### src/logic/mxdec_pkg.sv
// Constants, codes and types shared by the bus matrix address decoder
package mxdec_pkg;

    // Matrix shape
    localparam int MXDEC_MASTERS = 9;                  // Number of bus masters
    localparam int MXDEC_N_CS    = 9;                  // External chip selects in total
    localparam int MXDEC_N_BLK   = 5;                  // 16 KB blocks of the 80 KB SRAM

    // Address field positions
    localparam int BANK_MSB  = 31;                     // Bank number, top of address
    localparam int BANK_LSB  = 28;
    localparam int REG_MSB   = 27;                     // 1 MB region inside bank zero
    localparam int REG_LSB   = 20;
    localparam int OFF_MSB   = 19;                     // Offset inside a 1 MB region
    localparam int BLK_SHIFT = 14;                     // 16 KB block granule
    localparam int IDX_W     = OFF_MSB - BLK_SHIFT + 1;

    // Bank numbers
    localparam logic [3:0] BANK_INT    = 4'h0;         // Internal memories
    localparam logic [3:0] BANK_CS_LO  = 4'h1;         // First chip select bank
    localparam logic [3:0] BANK_CS_HI  = 4'h9;         // Last chip select bank
    localparam logic [3:0] BANK_EBI0_HI = 4'h6;        // Last bank on first interface
    localparam logic [3:0] BANK_PERIPH = 4'hf;         // Peripheral bridge

    // Regions inside bank zero, 1 MB each
    localparam logic [7:0] REG_BOOT   = 8'h00;         // Boot memory alias
    localparam logic [7:0] REG_SRAM_A = 8'h01;         // Instruction coupled area
    localparam logic [7:0] REG_SRAM_B = 8'h02;         // Data coupled area
    localparam logic [7:0] REG_SRAM_C = 8'h03;         // Shared area
    localparam logic [7:0] REG_ROM    = 8'h04;         // ROM home window
    localparam logic [7:0] REG_SRAM16 = 8'h05;         // 16 KB SRAM
    localparam logic [7:0] REG_LCD    = 8'h07;         // Display register window
    localparam logic [7:0] REG_DMAC   = 8'h08;         // DMA register window
    localparam logic [7:0] REG_USBH   = 8'h09;         // USB host register window

    // Window sizes in bytes
    localparam logic [19:0] ROM_BYTES    = 20'h20000;  // 128 KB
    localparam logic [19:0] SRAM16_BYTES = 20'h04000;  // 16 KB
    localparam logic [19:0] UI_BYTES     = 20'h04000;  // Register window span

    // SRAM partition
    localparam int          SZ_W     = 2;              // Area size in 16 KB units
    localparam logic [1:0]  SZ_ZERO  = 2'h0;
    localparam logic [1:0]  SZ_ONE   = 2'h1;
    localparam logic [1:0]  SZ_MAX   = 2'h2;           // 32 KB ceiling
    localparam logic [2:0]  BLK_TOTAL = 3'h5;          // 80 KB in units
    localparam logic [2:0]  BLK_C_FIX = 3'h4;          // Block always in area C
    localparam logic [2:0]  BLK_A0    = 3'h1;          // First block of area A
    localparam logic [2:0]  BLK_A1    = 3'h0;          // Second block of area A
    localparam logic [2:0]  BLK_B0    = 3'h3;          // First block of area B
    localparam logic [2:0]  BLK_B1    = 3'h2;          // Second block of area B

    // Master numbers with special rights
    localparam logic [3:0] M_DMAC  = 4'h3;
    localparam logic [3:0] M_PDC   = 4'h6;
    localparam logic [3:0] M_CPU_D = 4'h7;
    localparam logic [3:0] M_CPU_I = 4'h8;

    // Boot pin settle time after reset release, in cycles
    localparam logic [2:0] BOOT_SETTLE_CYC = 3'h4;

    // Slave selected by a decoded access, one-hot
    typedef enum logic [9:0] {
        SL_NONE   = 10'h001,
        SL_ROM    = 10'h002,
        SL_SRAM80 = 10'h004,
        SL_SRAM16 = 10'h008,
        SL_LCD_UI = 10'h010,
        SL_DMA_UI = 10'h020,
        SL_USBH_UI = 10'h040,
        SL_EBI0   = 10'h080,
        SL_EBI1   = 10'h100,
        SL_BRIDGE = 10'h200
    } mxdec_slave_t;

    // Boot pin capture state, one-hot
    typedef enum logic [1:0] {
        BOOT_SETTLE = 2'h1,
        BOOT_HELD   = 2'h2
    } mxdec_boot_t;

    // Result of one decode
    typedef struct packed {
        mxdec_slave_t             slave;
        logic [MXDEC_N_CS-1:0]    cs;
        logic [2:0]               blk;
    } mxdec_route_t;

endpackage

### src/logic/mxdec_sync3.sv
// Three-stage synchroniser for a pin level with agreement filter
`timescale 1ns/1ps
module mxdec_sync3 (
    // Clock and reset
    input  wire logic ref_clk,
    input  wire logic rstn,
    // Pin side
    input  wire logic pin_in,
    // Clock domain side
    output logic      level_out
);

    logic ff1_r;  // Metastable catch, read only by ff2_r
    logic ff2_r;  // Second stage
    logic ff3_r;  // Third stage

    // Shift chain; first stage feeds only the second
    always_ff @(posedge ref_clk or negedge rstn) begin
        if (!rstn) begin
            ff1_r <= 1'h0;
            ff2_r <= 1'h0;
            ff3_r <= 1'h0;
        end else begin
            ff1_r <= pin_in;
            ff2_r <= ff1_r;
            ff3_r <= ff2_r;
        end
    end

    // Accept a new level only once two stages agree, rejecting a single glitch
    always_ff @(posedge ref_clk or negedge rstn) begin
        if (!rstn) begin
            level_out <= 1'h0;
        end else if (ff2_r == ff3_r) begin
            level_out <= ff3_r;
        end
    end

endmodule

### src/logic/mxdec_top.sv
// Bus matrix address decode, access permission and boot map for nine masters
// Behaviour
// - Sixteen 256 MB banks from top bits
// - Banks one to nine drive chip selects
// - Bank zero internal, 1 MB second decode
// - Bank fifteen goes to peripheral bridge
// - Unassigned area access returns abort
// - Every master has its own decoder
// - Memories and external buses open to all
// - Register windows and bridge restricted by master
// - Address zero: ROM, chip select, or area C
// - Area C at zero only for processor
// - Areas A and B at fixed windows
// - Area C always at its window
// - A, B sized 16 KB steps; C remainder
// - Memory access completes in one cycle
// - Forbidden paths are unreachable
// - Reset gives all 80 KB to C
// - Boot pin sampled once after reset release
`timescale 1ns/1ps
module mxdec_top
    import mxdec_pkg::*;
(
    // Clock and reset
    input  wire logic                  ref_clk,
    input  wire logic                  rstn,
    // Boot strap pin
    input  wire logic                  boot_source_pin,
    // Configuration write
    input  wire logic                  cfg_wr,
    input  wire logic                  cfg_alias,
    input  wire logic [SZ_W-1:0]       cfg_a_size,
    input  wire logic [SZ_W-1:0]       cfg_b_size,
    // Configuration and boot status
    output logic                       boot_done,
    output logic                       boot_rom,
    output logic                       alias_on,
    output logic [SZ_W-1:0]            a_size,
    output logic [SZ_W-1:0]            b_size,
    output logic [2:0]                 c_size,
    // Master requests
    input  wire logic [MXDEC_MASTERS-1:0] m_req,
    input  wire logic [31:0]           m_addr [MXDEC_MASTERS],
    // Master answers, one cycle after the request
    output logic [MXDEC_MASTERS-1:0]   m_ack,
    output logic [MXDEC_MASTERS-1:0]   m_err,
    output mxdec_slave_t               m_slave [MXDEC_MASTERS],
    output logic [MXDEC_N_CS-1:0]      m_cs [MXDEC_MASTERS],
    output logic [2:0]                 m_blk [MXDEC_MASTERS],
    output logic [BLK_SHIFT-1:0]       m_blk_off [MXDEC_MASTERS]
);

    // True for the two processor ports
    function automatic logic is_cpu(input logic [3:0] mid);
        is_cpu = (mid == M_CPU_D) || (mid == M_CPU_I);
    endfunction

    // Masters allowed through the peripheral bridge
    function automatic logic bridge_ok(input logic [3:0] mid);
        bridge_ok = is_cpu(mid) || (mid == M_DMAC) || (mid == M_PDC);
    endfunction

    // Clamp a requested area size to the 32 KB ceiling
    function automatic logic [SZ_W-1:0] clamp_sz(input logic [SZ_W-1:0] s);
        clamp_sz = (s > SZ_MAX) ? SZ_MAX : s;
    endfunction

    // Physical block behind the k-th 16 KB slot of area C.
    // Slot zero is the fixed block; later slots take free blocks from the top down,
    // so repartitioning moves data under software's feet, a known hazard.
    function automatic logic [2:0] c_block(input logic [IDX_W-1:0] idx,
                                           input logic [SZ_W-1:0]  a,
                                           input logic [SZ_W-1:0]  b);
        logic [MXDEC_N_BLK-1:0] used;
        logic [IDX_W-1:0]       n;
        c_block = BLK_C_FIX;
        used = '0;
        used[BLK_C_FIX] = 1'h1;
        used[BLK_A0] = (a >= SZ_ONE);
        used[BLK_A1] = (a >= SZ_MAX);
        used[BLK_B0] = (b >= SZ_ONE);
        used[BLK_B1] = (b >= SZ_MAX);
        n = IDX_W'(1);
        for (int k = MXDEC_N_BLK - 1; k >= 0; k--) begin
            if (!used[k]) begin
                if (n == idx) begin
                    c_block = 3'(k);
                end
                n = n + IDX_W'(1);
            end
        end
    endfunction

    // Area C slot lookup, shared by the home window and the zero alias
    function automatic mxdec_route_t area_c(input logic [19:0]   off,
                                            input logic [2:0]    csz,
                                            input logic [SZ_W-1:0] a,
                                            input logic [SZ_W-1:0] b);
        logic [IDX_W-1:0] idx;
        idx = off[OFF_MSB:BLK_SHIFT];
        area_c = '{slave: SL_NONE, cs: '0, blk: '0};
        if (idx < IDX_W'(csz)) begin
            area_c.slave = SL_SRAM80;
            area_c.blk   = c_block(idx, a, b);
        end
    endfunction

    // Full decode of one address for one master
    function automatic mxdec_route_t decode(input logic [31:0]     addr,
                                            input logic [3:0]      mid,
                                            input logic            alias_b,
                                            input logic            rom_b,
                                            input logic [SZ_W-1:0] a,
                                            input logic [SZ_W-1:0] b,
                                            input logic [2:0]      csz);
        logic [3:0]       bank;
        logic [7:0]       rgn;
        logic [19:0]      off;
        logic [IDX_W-1:0] idx;
        bank = addr[BANK_MSB:BANK_LSB];
        rgn  = addr[REG_MSB:REG_LSB];
        off  = addr[OFF_MSB:0];
        idx  = off[OFF_MSB:BLK_SHIFT];
        decode = '{slave: SL_NONE, cs: '0, blk: '0};
        if (bank == BANK_INT) begin
            case (rgn)
                REG_BOOT: begin
                    if (alias_b && is_cpu(mid)) begin
                        decode = area_c(off, csz, a, b);
                    end else if (rom_b) begin
                        if (off < ROM_BYTES) begin
                            decode.slave = SL_ROM;
                        end
                    end else begin
                        decode.slave = SL_EBI0;
                        decode.cs[0] = 1'h1;
                    end
                end
                REG_SRAM_A: begin
                    if (idx < IDX_W'(a)) begin
                        decode.slave = SL_SRAM80;
                        decode.blk   = (idx == '0) ? BLK_A0 : BLK_A1;
                    end
                end
                REG_SRAM_B: begin
                    if (idx < IDX_W'(b)) begin
                        decode.slave = SL_SRAM80;
                        decode.blk   = (idx == '0) ? BLK_B0 : BLK_B1;
                    end
                end
                REG_SRAM_C: begin
                    decode = area_c(off, csz, a, b);
                end
                REG_ROM: begin
                    if (off < ROM_BYTES) begin
                        decode.slave = SL_ROM;
                    end
                end
                REG_SRAM16: begin
                    if (off < SRAM16_BYTES) begin
                        decode.slave = SL_SRAM16;
                    end
                end
                REG_LCD: begin
                    if (off < UI_BYTES && is_cpu(mid)) begin
                        decode.slave = SL_LCD_UI;
                    end
                end
                REG_DMAC: begin
                    if (off < UI_BYTES && is_cpu(mid)) begin
                        decode.slave = SL_DMA_UI;
                    end
                end
                REG_USBH: begin
                    if (off < UI_BYTES && is_cpu(mid)) begin
                        decode.slave = SL_USBH_UI;
                    end
                end
                default: begin
                    decode.slave = SL_NONE;
                end
            endcase
        end else if (bank >= BANK_CS_LO && bank <= BANK_CS_HI) begin
            // One chip select per bank, split over the two interfaces
            decode.cs[4'(bank - BANK_CS_LO)] = 1'h1;
            decode.slave = (bank <= BANK_EBI0_HI) ? SL_EBI0 : SL_EBI1;
        end else if (bank == BANK_PERIPH) begin
            if (bridge_ok(mid)) begin
                decode.slave = SL_BRIDGE;
            end
        end
    endfunction

    // Boot capture state
    mxdec_boot_t boot_st_r;          // Capture state
    logic [2:0]  settle_cnt_r;       // Cycles since reset release
    logic        pin_sync;           // Filtered boot pin level

    // Pin passes three stages before the decoder looks at it
    mxdec_sync3 u_boot_sync (
        .ref_clk   (ref_clk),
        .rstn      (rstn),
        .pin_in    (boot_source_pin),
        .level_out (pin_sync)
    );

    // Capture the boot pin once after reset; held until the next reset.
    // Reset value selects ROM so address zero is defined while settling.
    always_ff @(posedge ref_clk or negedge rstn) begin
        if (!rstn) begin
            boot_st_r    <= BOOT_SETTLE;
            settle_cnt_r <= '0;
            boot_rom     <= 1'h1;
            boot_done    <= 1'h0;
        end else begin
            case (boot_st_r)
                BOOT_SETTLE: begin
                    if (settle_cnt_r == BOOT_SETTLE_CYC) begin
                        boot_rom  <= pin_sync;
                        boot_done <= 1'h1;
                        boot_st_r <= BOOT_HELD;
                    end else begin
                        settle_cnt_r <= settle_cnt_r + 3'h1;
                    end
                end
                BOOT_HELD: begin
                    boot_st_r <= BOOT_HELD;
                end
                default: begin
                    boot_st_r <= BOOT_SETTLE;
                end
            endcase
        end
    end

    // Configuration is latched on the write strobe, so every access decoded
    // from the next edge on sees the whole new setting at once, never half.
    always_ff @(posedge ref_clk or negedge rstn) begin
        if (!rstn) begin
            alias_on <= 1'h0;
            a_size   <= SZ_ZERO;
            b_size   <= SZ_ZERO;
            c_size   <= BLK_TOTAL;
        end else if (cfg_wr) begin
            // Alias is trusted to be set only once booted
            alias_on <= cfg_alias;
            a_size   <= clamp_sz(cfg_a_size);
            b_size   <= clamp_sz(cfg_b_size);
            c_size   <= BLK_TOTAL - 3'(clamp_sz(cfg_a_size))
                        - 3'(clamp_sz(cfg_b_size));
        end
    end

    // One decoder and answer register per master
    genvar gm;
    generate
        for (gm = 0; gm < MXDEC_MASTERS; gm++) begin : g_master
            mxdec_route_t rt;   // This master's decode of its current address

            // Own decoder; only the address and master number differ between copies
            assign rt = decode(m_addr[gm], 4'(gm), alias_on, boot_rom,
                               a_size, b_size, c_size);

            // Answer registered one cycle after the request, every slave alike
            always_ff @(posedge ref_clk or negedge rstn) begin
                if (!rstn) begin
                    m_ack[gm]     <= 1'h0;
                    m_err[gm]     <= 1'h0;
                    m_slave[gm]   <= SL_NONE;
                    m_cs[gm]      <= '0;
                    m_blk[gm]     <= '0;
                    m_blk_off[gm] <= '0;
                end else if (m_req[gm]) begin
                    m_ack[gm]     <= 1'h1;
                    m_err[gm]     <= (rt.slave == SL_NONE);
                    m_slave[gm]   <= rt.slave;
                    m_cs[gm]      <= rt.cs;
                    m_blk[gm]     <= rt.blk;
                    m_blk_off[gm] <= m_addr[gm][BLK_SHIFT-1:0];
                end else begin
                    // Idle: selects drop so no slave sees a stale access
                    m_ack[gm]     <= 1'h0;
                    m_err[gm]     <= 1'h0;
                    m_slave[gm]   <= SL_NONE;
                    m_cs[gm]      <= '0;
                    m_blk[gm]     <= '0;
                    m_blk_off[gm] <= '0;
                end
            end
        end
    endgenerate

endmodule

### config.mk
export PLATFORM = sky130hd
export DESIGN_NAME = mxdec_top
export DESIGN_NICKNAME = d
export VERILOG_FILES = /design/src/logic/mxdec_pkg.sv /design/src/logic/mxdec_sync3.sv /design/src/logic/mxdec_top.sv
export SDC_FILE = /design/constraint.sdc
export NUM_CORES = 1
export LEC_CHECK = 0
export BUFFER_PORTS_ARGS = -buffer_cell sky130_fd_sc_hd__buf_2
export CORE_AREA = 2 2 252 254
export DETAILED_ROUTE_END_ITERATION = 12
export DIE_AREA = 0 0 254 256
export GPL_ROUTABILITY_DRIVEN = 0
export PLACE_DENSITY = 0.59
export SLEW_MARGIN = 40
export SYNTH_ARGS = -nofsm -noshare
export SYNTH_HDL_FRONTEND = slang
export SYNTH_HIERARCHICAL = 1
export SYNTH_SLANG_ARGS = --single-unit
### constraint.sdc
create_clock -name ref_clk -period 3.6 [get_ports ref_clk]
set_input_delay 0.36 -clock ref_clk [delete_from_list [all_inputs] [get_ports ref_clk]]
set_output_delay 0.36 -clock ref_clk [all_outputs]
set_load 0.02 [all_outputs]
==> results.md <==
• **post-synthesis simple-gate area fraction** 25.44%
• **most instantiated cells after synthesis** sky130_fd_sc_hd__dfrtp_1, sky130_fd_sc_hd__and2_1, sky130_fd_sc_hd__nor2_1
• **worst slack after detailed placement** 830.5 ps
• **number of library cell types mapped by synthesis** 82
• **Final min period** 2884 ps
• **unrepaired setup endpoints after global routing** false
• **routed wire length** 63600 um
• **number of core rows** 92
• **main combinational cell family by area after synthesis** simple AND/OR/NAND/NOR gates
• **Max Fanout on Critical Path** 25
• **headroom to the max-slew limit** 45.30%
• **via count of the first global-routing pass** 15930
• **DR DRC count** 0
• **synthesized cell area** 16370 um2
• **switching share of total power** 28.55%
• **number of max-slew violations in the final report** 0
• **post-synthesis xor/xnor area fraction** 1.016%
• **number of failing hold endpoints at the final stage** 0
• **f_max** 346.8 MHz
• **count leader, synth** sky130_fd_sc_hd__dfrtp_1
• **R2R cell count** 6
• **leakage power figure** 11.04 nW
• **clock-pin slew of the registers on the worst-case setup and hold paths** 60 ps
• **Final TNS setup** 0 ps
• **full die area** 65020 um2
• **actual transition at the worst max-transition pin** 813.0 ps
• **Int Pwr** 7.060 mW
• **critical setup path kind** reg2reg
• **number of port buffers** 631
• **Clock Latency Late Sink** 570 ps
• **final number of setup-violating endpoints** 0
• **overflow left after global routing** 0
• **fraction of final layout cells sized beyond drive strength 1** 33.12%
• **highest ir drop seen on vdd** 424.2 uV
• **number of search-and-repair iterations in the first detailed-routing pass** 5
• **cell taking the most area after synthesis** sky130_fd_sc_hd__dfrtp_1
• **average via count per standard cell** 4.845
• **max cap viols** 0
• **TritonCTS clock tree** built
• **cts repair resizes** 0
• **final critical-path share of the clock period** 80.10%
• **Die Wd** 254 um
• **post-synthesis cell count** 1640
• **Die Ht** 256 um
• **Synth Area per Inst** 9.984 um2
• **switching component of the power** 2.821 mW
• **Post-Route Skew** 19.67 ps
• **Ports** 658
• **share of synthesized registers carrying an async set or reset** 100.0%
• **R2R setup slack** 720 ps
• **placed wire-length estimate** 47640 um
• **final-stage net count** 2694
• **flip-flop and latch count after synthesis** 335
• **number of CTS-inserted buffers** 42
• **Power Density** 432.3 nW/um2
• **Antenna Nets Post-Route** 0
• **count of synthesis-stage warnings from yosys** 6
• **starting density of the core** 26.24%
• **Core Box Area** 62390 um2
• **Longest Clk Path Bufs** 3
• **initial DRC count** 1051
• **H-tree levels** 2
• **Overall Global Routing Usage** 19.06%
• **initial antenna violation count** 13
• **origin of the worst min-delay path** m_addr[9]
• **WHS Endpoint** m_blk_off[9]
• **main area contributors after synthesis** sky130_fd_sc_hd__dfrtp_1, sky130_fd_sc_hd__and2_1, sky130_fd_sc_hd__ha_1
• **result of the run** completed
• **share of the synthesized area in the top cell type** 49.21%
• **Critical Path End Type** flop
• **worst reg2reg path endpoint** m_slave[82]
• **clock root buffer master** sky130_fd_sc_hd__clkbuf_16
• **share of cell area taken by muxes after synthesis** 0.5273%
• **number of cells on the worst hold path** 2
• **logic gate share of total power** 16.2%
• **classification of the worst-slack hold path** in2reg
• **worst reg2reg path startpoint** b_size[1]
• **critical path required time** 4090 ps
• **Setup WS post-layout** 716.2 ps
• **crit path launch** b_size[1]
• **Clock Power Share** 43.6%
• **via count** 15650
• **Post-synth EDFFs** 0
• **post-synthesis adder-cell area fraction** 3.339%
• **FILL cells** 6303
• **sequential fraction of the synthesis area** 51.30%
• **maximum number of pins on one net before global-route repair** 84
• **Critical Path Start Type** flop
• **synthesized-area fraction occupied by ao, oa, aoi and oai cells** 13.72%
• **Clock Sink Count** 335
• **routed len/inst** 19.68 um
• **P&R area growth vs syn** 39.59%
• **worst endpoint data arrival time** 3380 ps
• **ys flop type** sky130_fd_sc_hd__dfrtp_1
• **relative contribution of sequential cells to total power** 40.2%
• **first-pass GRT wire length** 95720 um
==> worst max-delay path: stages, from the launching register on <==
cell and delay (ps):
sky130_fd_sc_hd__dfrtp_2 400, sky130_fd_sc_hd__inv_2 510, sky130_fd_sc_hd__ha_1 360, sky130_fd_sc_hd__a2111oi_0 680, sky130_fd_sc_hd__o2111ai_1 280, sky130_fd_sc_hd__a221oi_1 400
sky130_fd_sc_hd__and2_1 180
==> repair_timing <==
| item | CTS | global route |
|---|---|---|
| endpoints found under the hold margin | 162 | 0 |
| hold buffers | 104 | 0 |
| buffers inserted | 0 | 0 |
==> layout make-up <==
cell class,count,area (um2),area share [%]
Antenna cell,6,15.01,0.06569
Clock buffer,57,1241,5.431
Clock inverter,20,182.7,0.7993
Inverter,53,198.9,0.8704
Multi-Input combinational cell,1159,7346,32.14
Sequential cell,335,8404,36.77
Tap cell,846,1059,4.631
Timing Repair Buffer,755,4409,19.29
==> logic make-up after synthesis <==
family | Yosys count
xor gates and xnor gates | 19
adders and majority gates | 44
and+or+nand+nor | 737
other | 1
muxes | 8
buffers and inverters | 171
AOI/OAI and AO/OA | 325
DFF | 335
==> sequential cells by signal, summed over array words and instances, names as in the netlist <==
name	cells
m_blk_off	126
m_cs	81
m_slave	64
m_blk	27
m_ack	9
m_err	9
c_size	3
settle_cnt_r	3
a_size	2
b_size	2
boot_st_r	2
alias_on	1
boot_done	1
boot_rom	1
u_boot_sync/ff1_r	1
u_boot_sync/ff2_r	1
u_boot_sync/ff3_r	1
u_boot_sync/level_out	1
==> cells in the final DEF (no fill, tap or decap), types with 21 or more instances in the layout <==
cell | Yosys | final
sky130_fd_sc_hd__inv_1 | 52 | 52
sky130_fd_sc_hd__o21ai_0 | 54 | 54
sky130_fd_sc_hd__nor2_1 | 130 | 129
sky130_fd_sc_hd__clkbuf_16 | 0 | 45
sky130_fd_sc_hd__or3_1 | 29 | 29
sky130_fd_sc_hd__buf_2 | 12 | 630
sky130_fd_sc_hd__a2111oi_0 | 24 | 24
sky130_fd_sc_hd__a21oi_1 | 73 | 73
sky130_fd_sc_hd__a211oi_1 | 36 | 36
sky130_fd_sc_hd__conb_1 | 1 | 26
sky130_fd_sc_hd__nand3_1 | 36 | 36
sky130_fd_sc_hd__nor4_1 | 38 | 36
sky130_fd_sc_hd__nand2b_1 | 51 | 51
sky130_fd_sc_hd__and2_1 | 146 | 146
sky130_fd_sc_hd__dfrtp_1 | 322 | 318
sky130_fd_sc_hd__o211ai_1 | 21 | 21
sky130_fd_sc_hd__nand2_1 | 87 | 87
sky130_fd_sc_hd__ha_1 | 42 | 42
sky130_fd_sc_hd__dlygate4sd3_1 | 0 | 104
sky130_fd_sc_hd__nor3_1 | 63 | 62
==> routing by layer <==
layer	wire length, um	GRT usage, %	vias to the layer above
met3	5126	5.136	127
met2	30560	32.01	701
met1	25850	23.42	7544
met5	83	0	-
met4	1982	6.650	12
li1	-	-	7270
==> stage by stage <==
stage	util [%]	area (um2)	instances	hold WS, ps	power, mW
2_1_floorplan	-	16470	1665	64.41	4.844
3_3_place_gp	32.64	20360	3044	335.3	5.531
3_5_place_dp	32.64	20360	3044	338.5	5.557
4_1_cts	36.59	22830	3225	0.03425	10.02
5_1_grt	36.63	22850	3229	8.033	10.33
6_report	36.63	22860	3231	27.69	9.880
==> power groups by stage <==
stage | clock network [mW] | logic [mW] | registers [mW]
finish | 4.30 | 1.60 | 3.97
global route | 4.58 | 1.76 | 3.99
global placement | 0 | 1.49 | 4.04
detailed placement | 0 | 1.52 | 4.04
floorplan | 0 | 0.661 | 4.18
CTS | 4.44 | 1.61 | 3.98
==> how the worst max path moves through the flow <==
stage / to / slack (ps) / depth (start not counted)
final: m_slave[82] / 720 / 6
after global routing: m_slave[82] / 600 / 6
after CTS: m_slave[82] / 820 / 6
after detailed placement: m_slave[82] / 830 / 6
after global placement: m_slave[0] / 950 / 7
after floorplan: m_blk[6] / 720 / 8
Note: power is estimated with default switching activity, not from simulation.
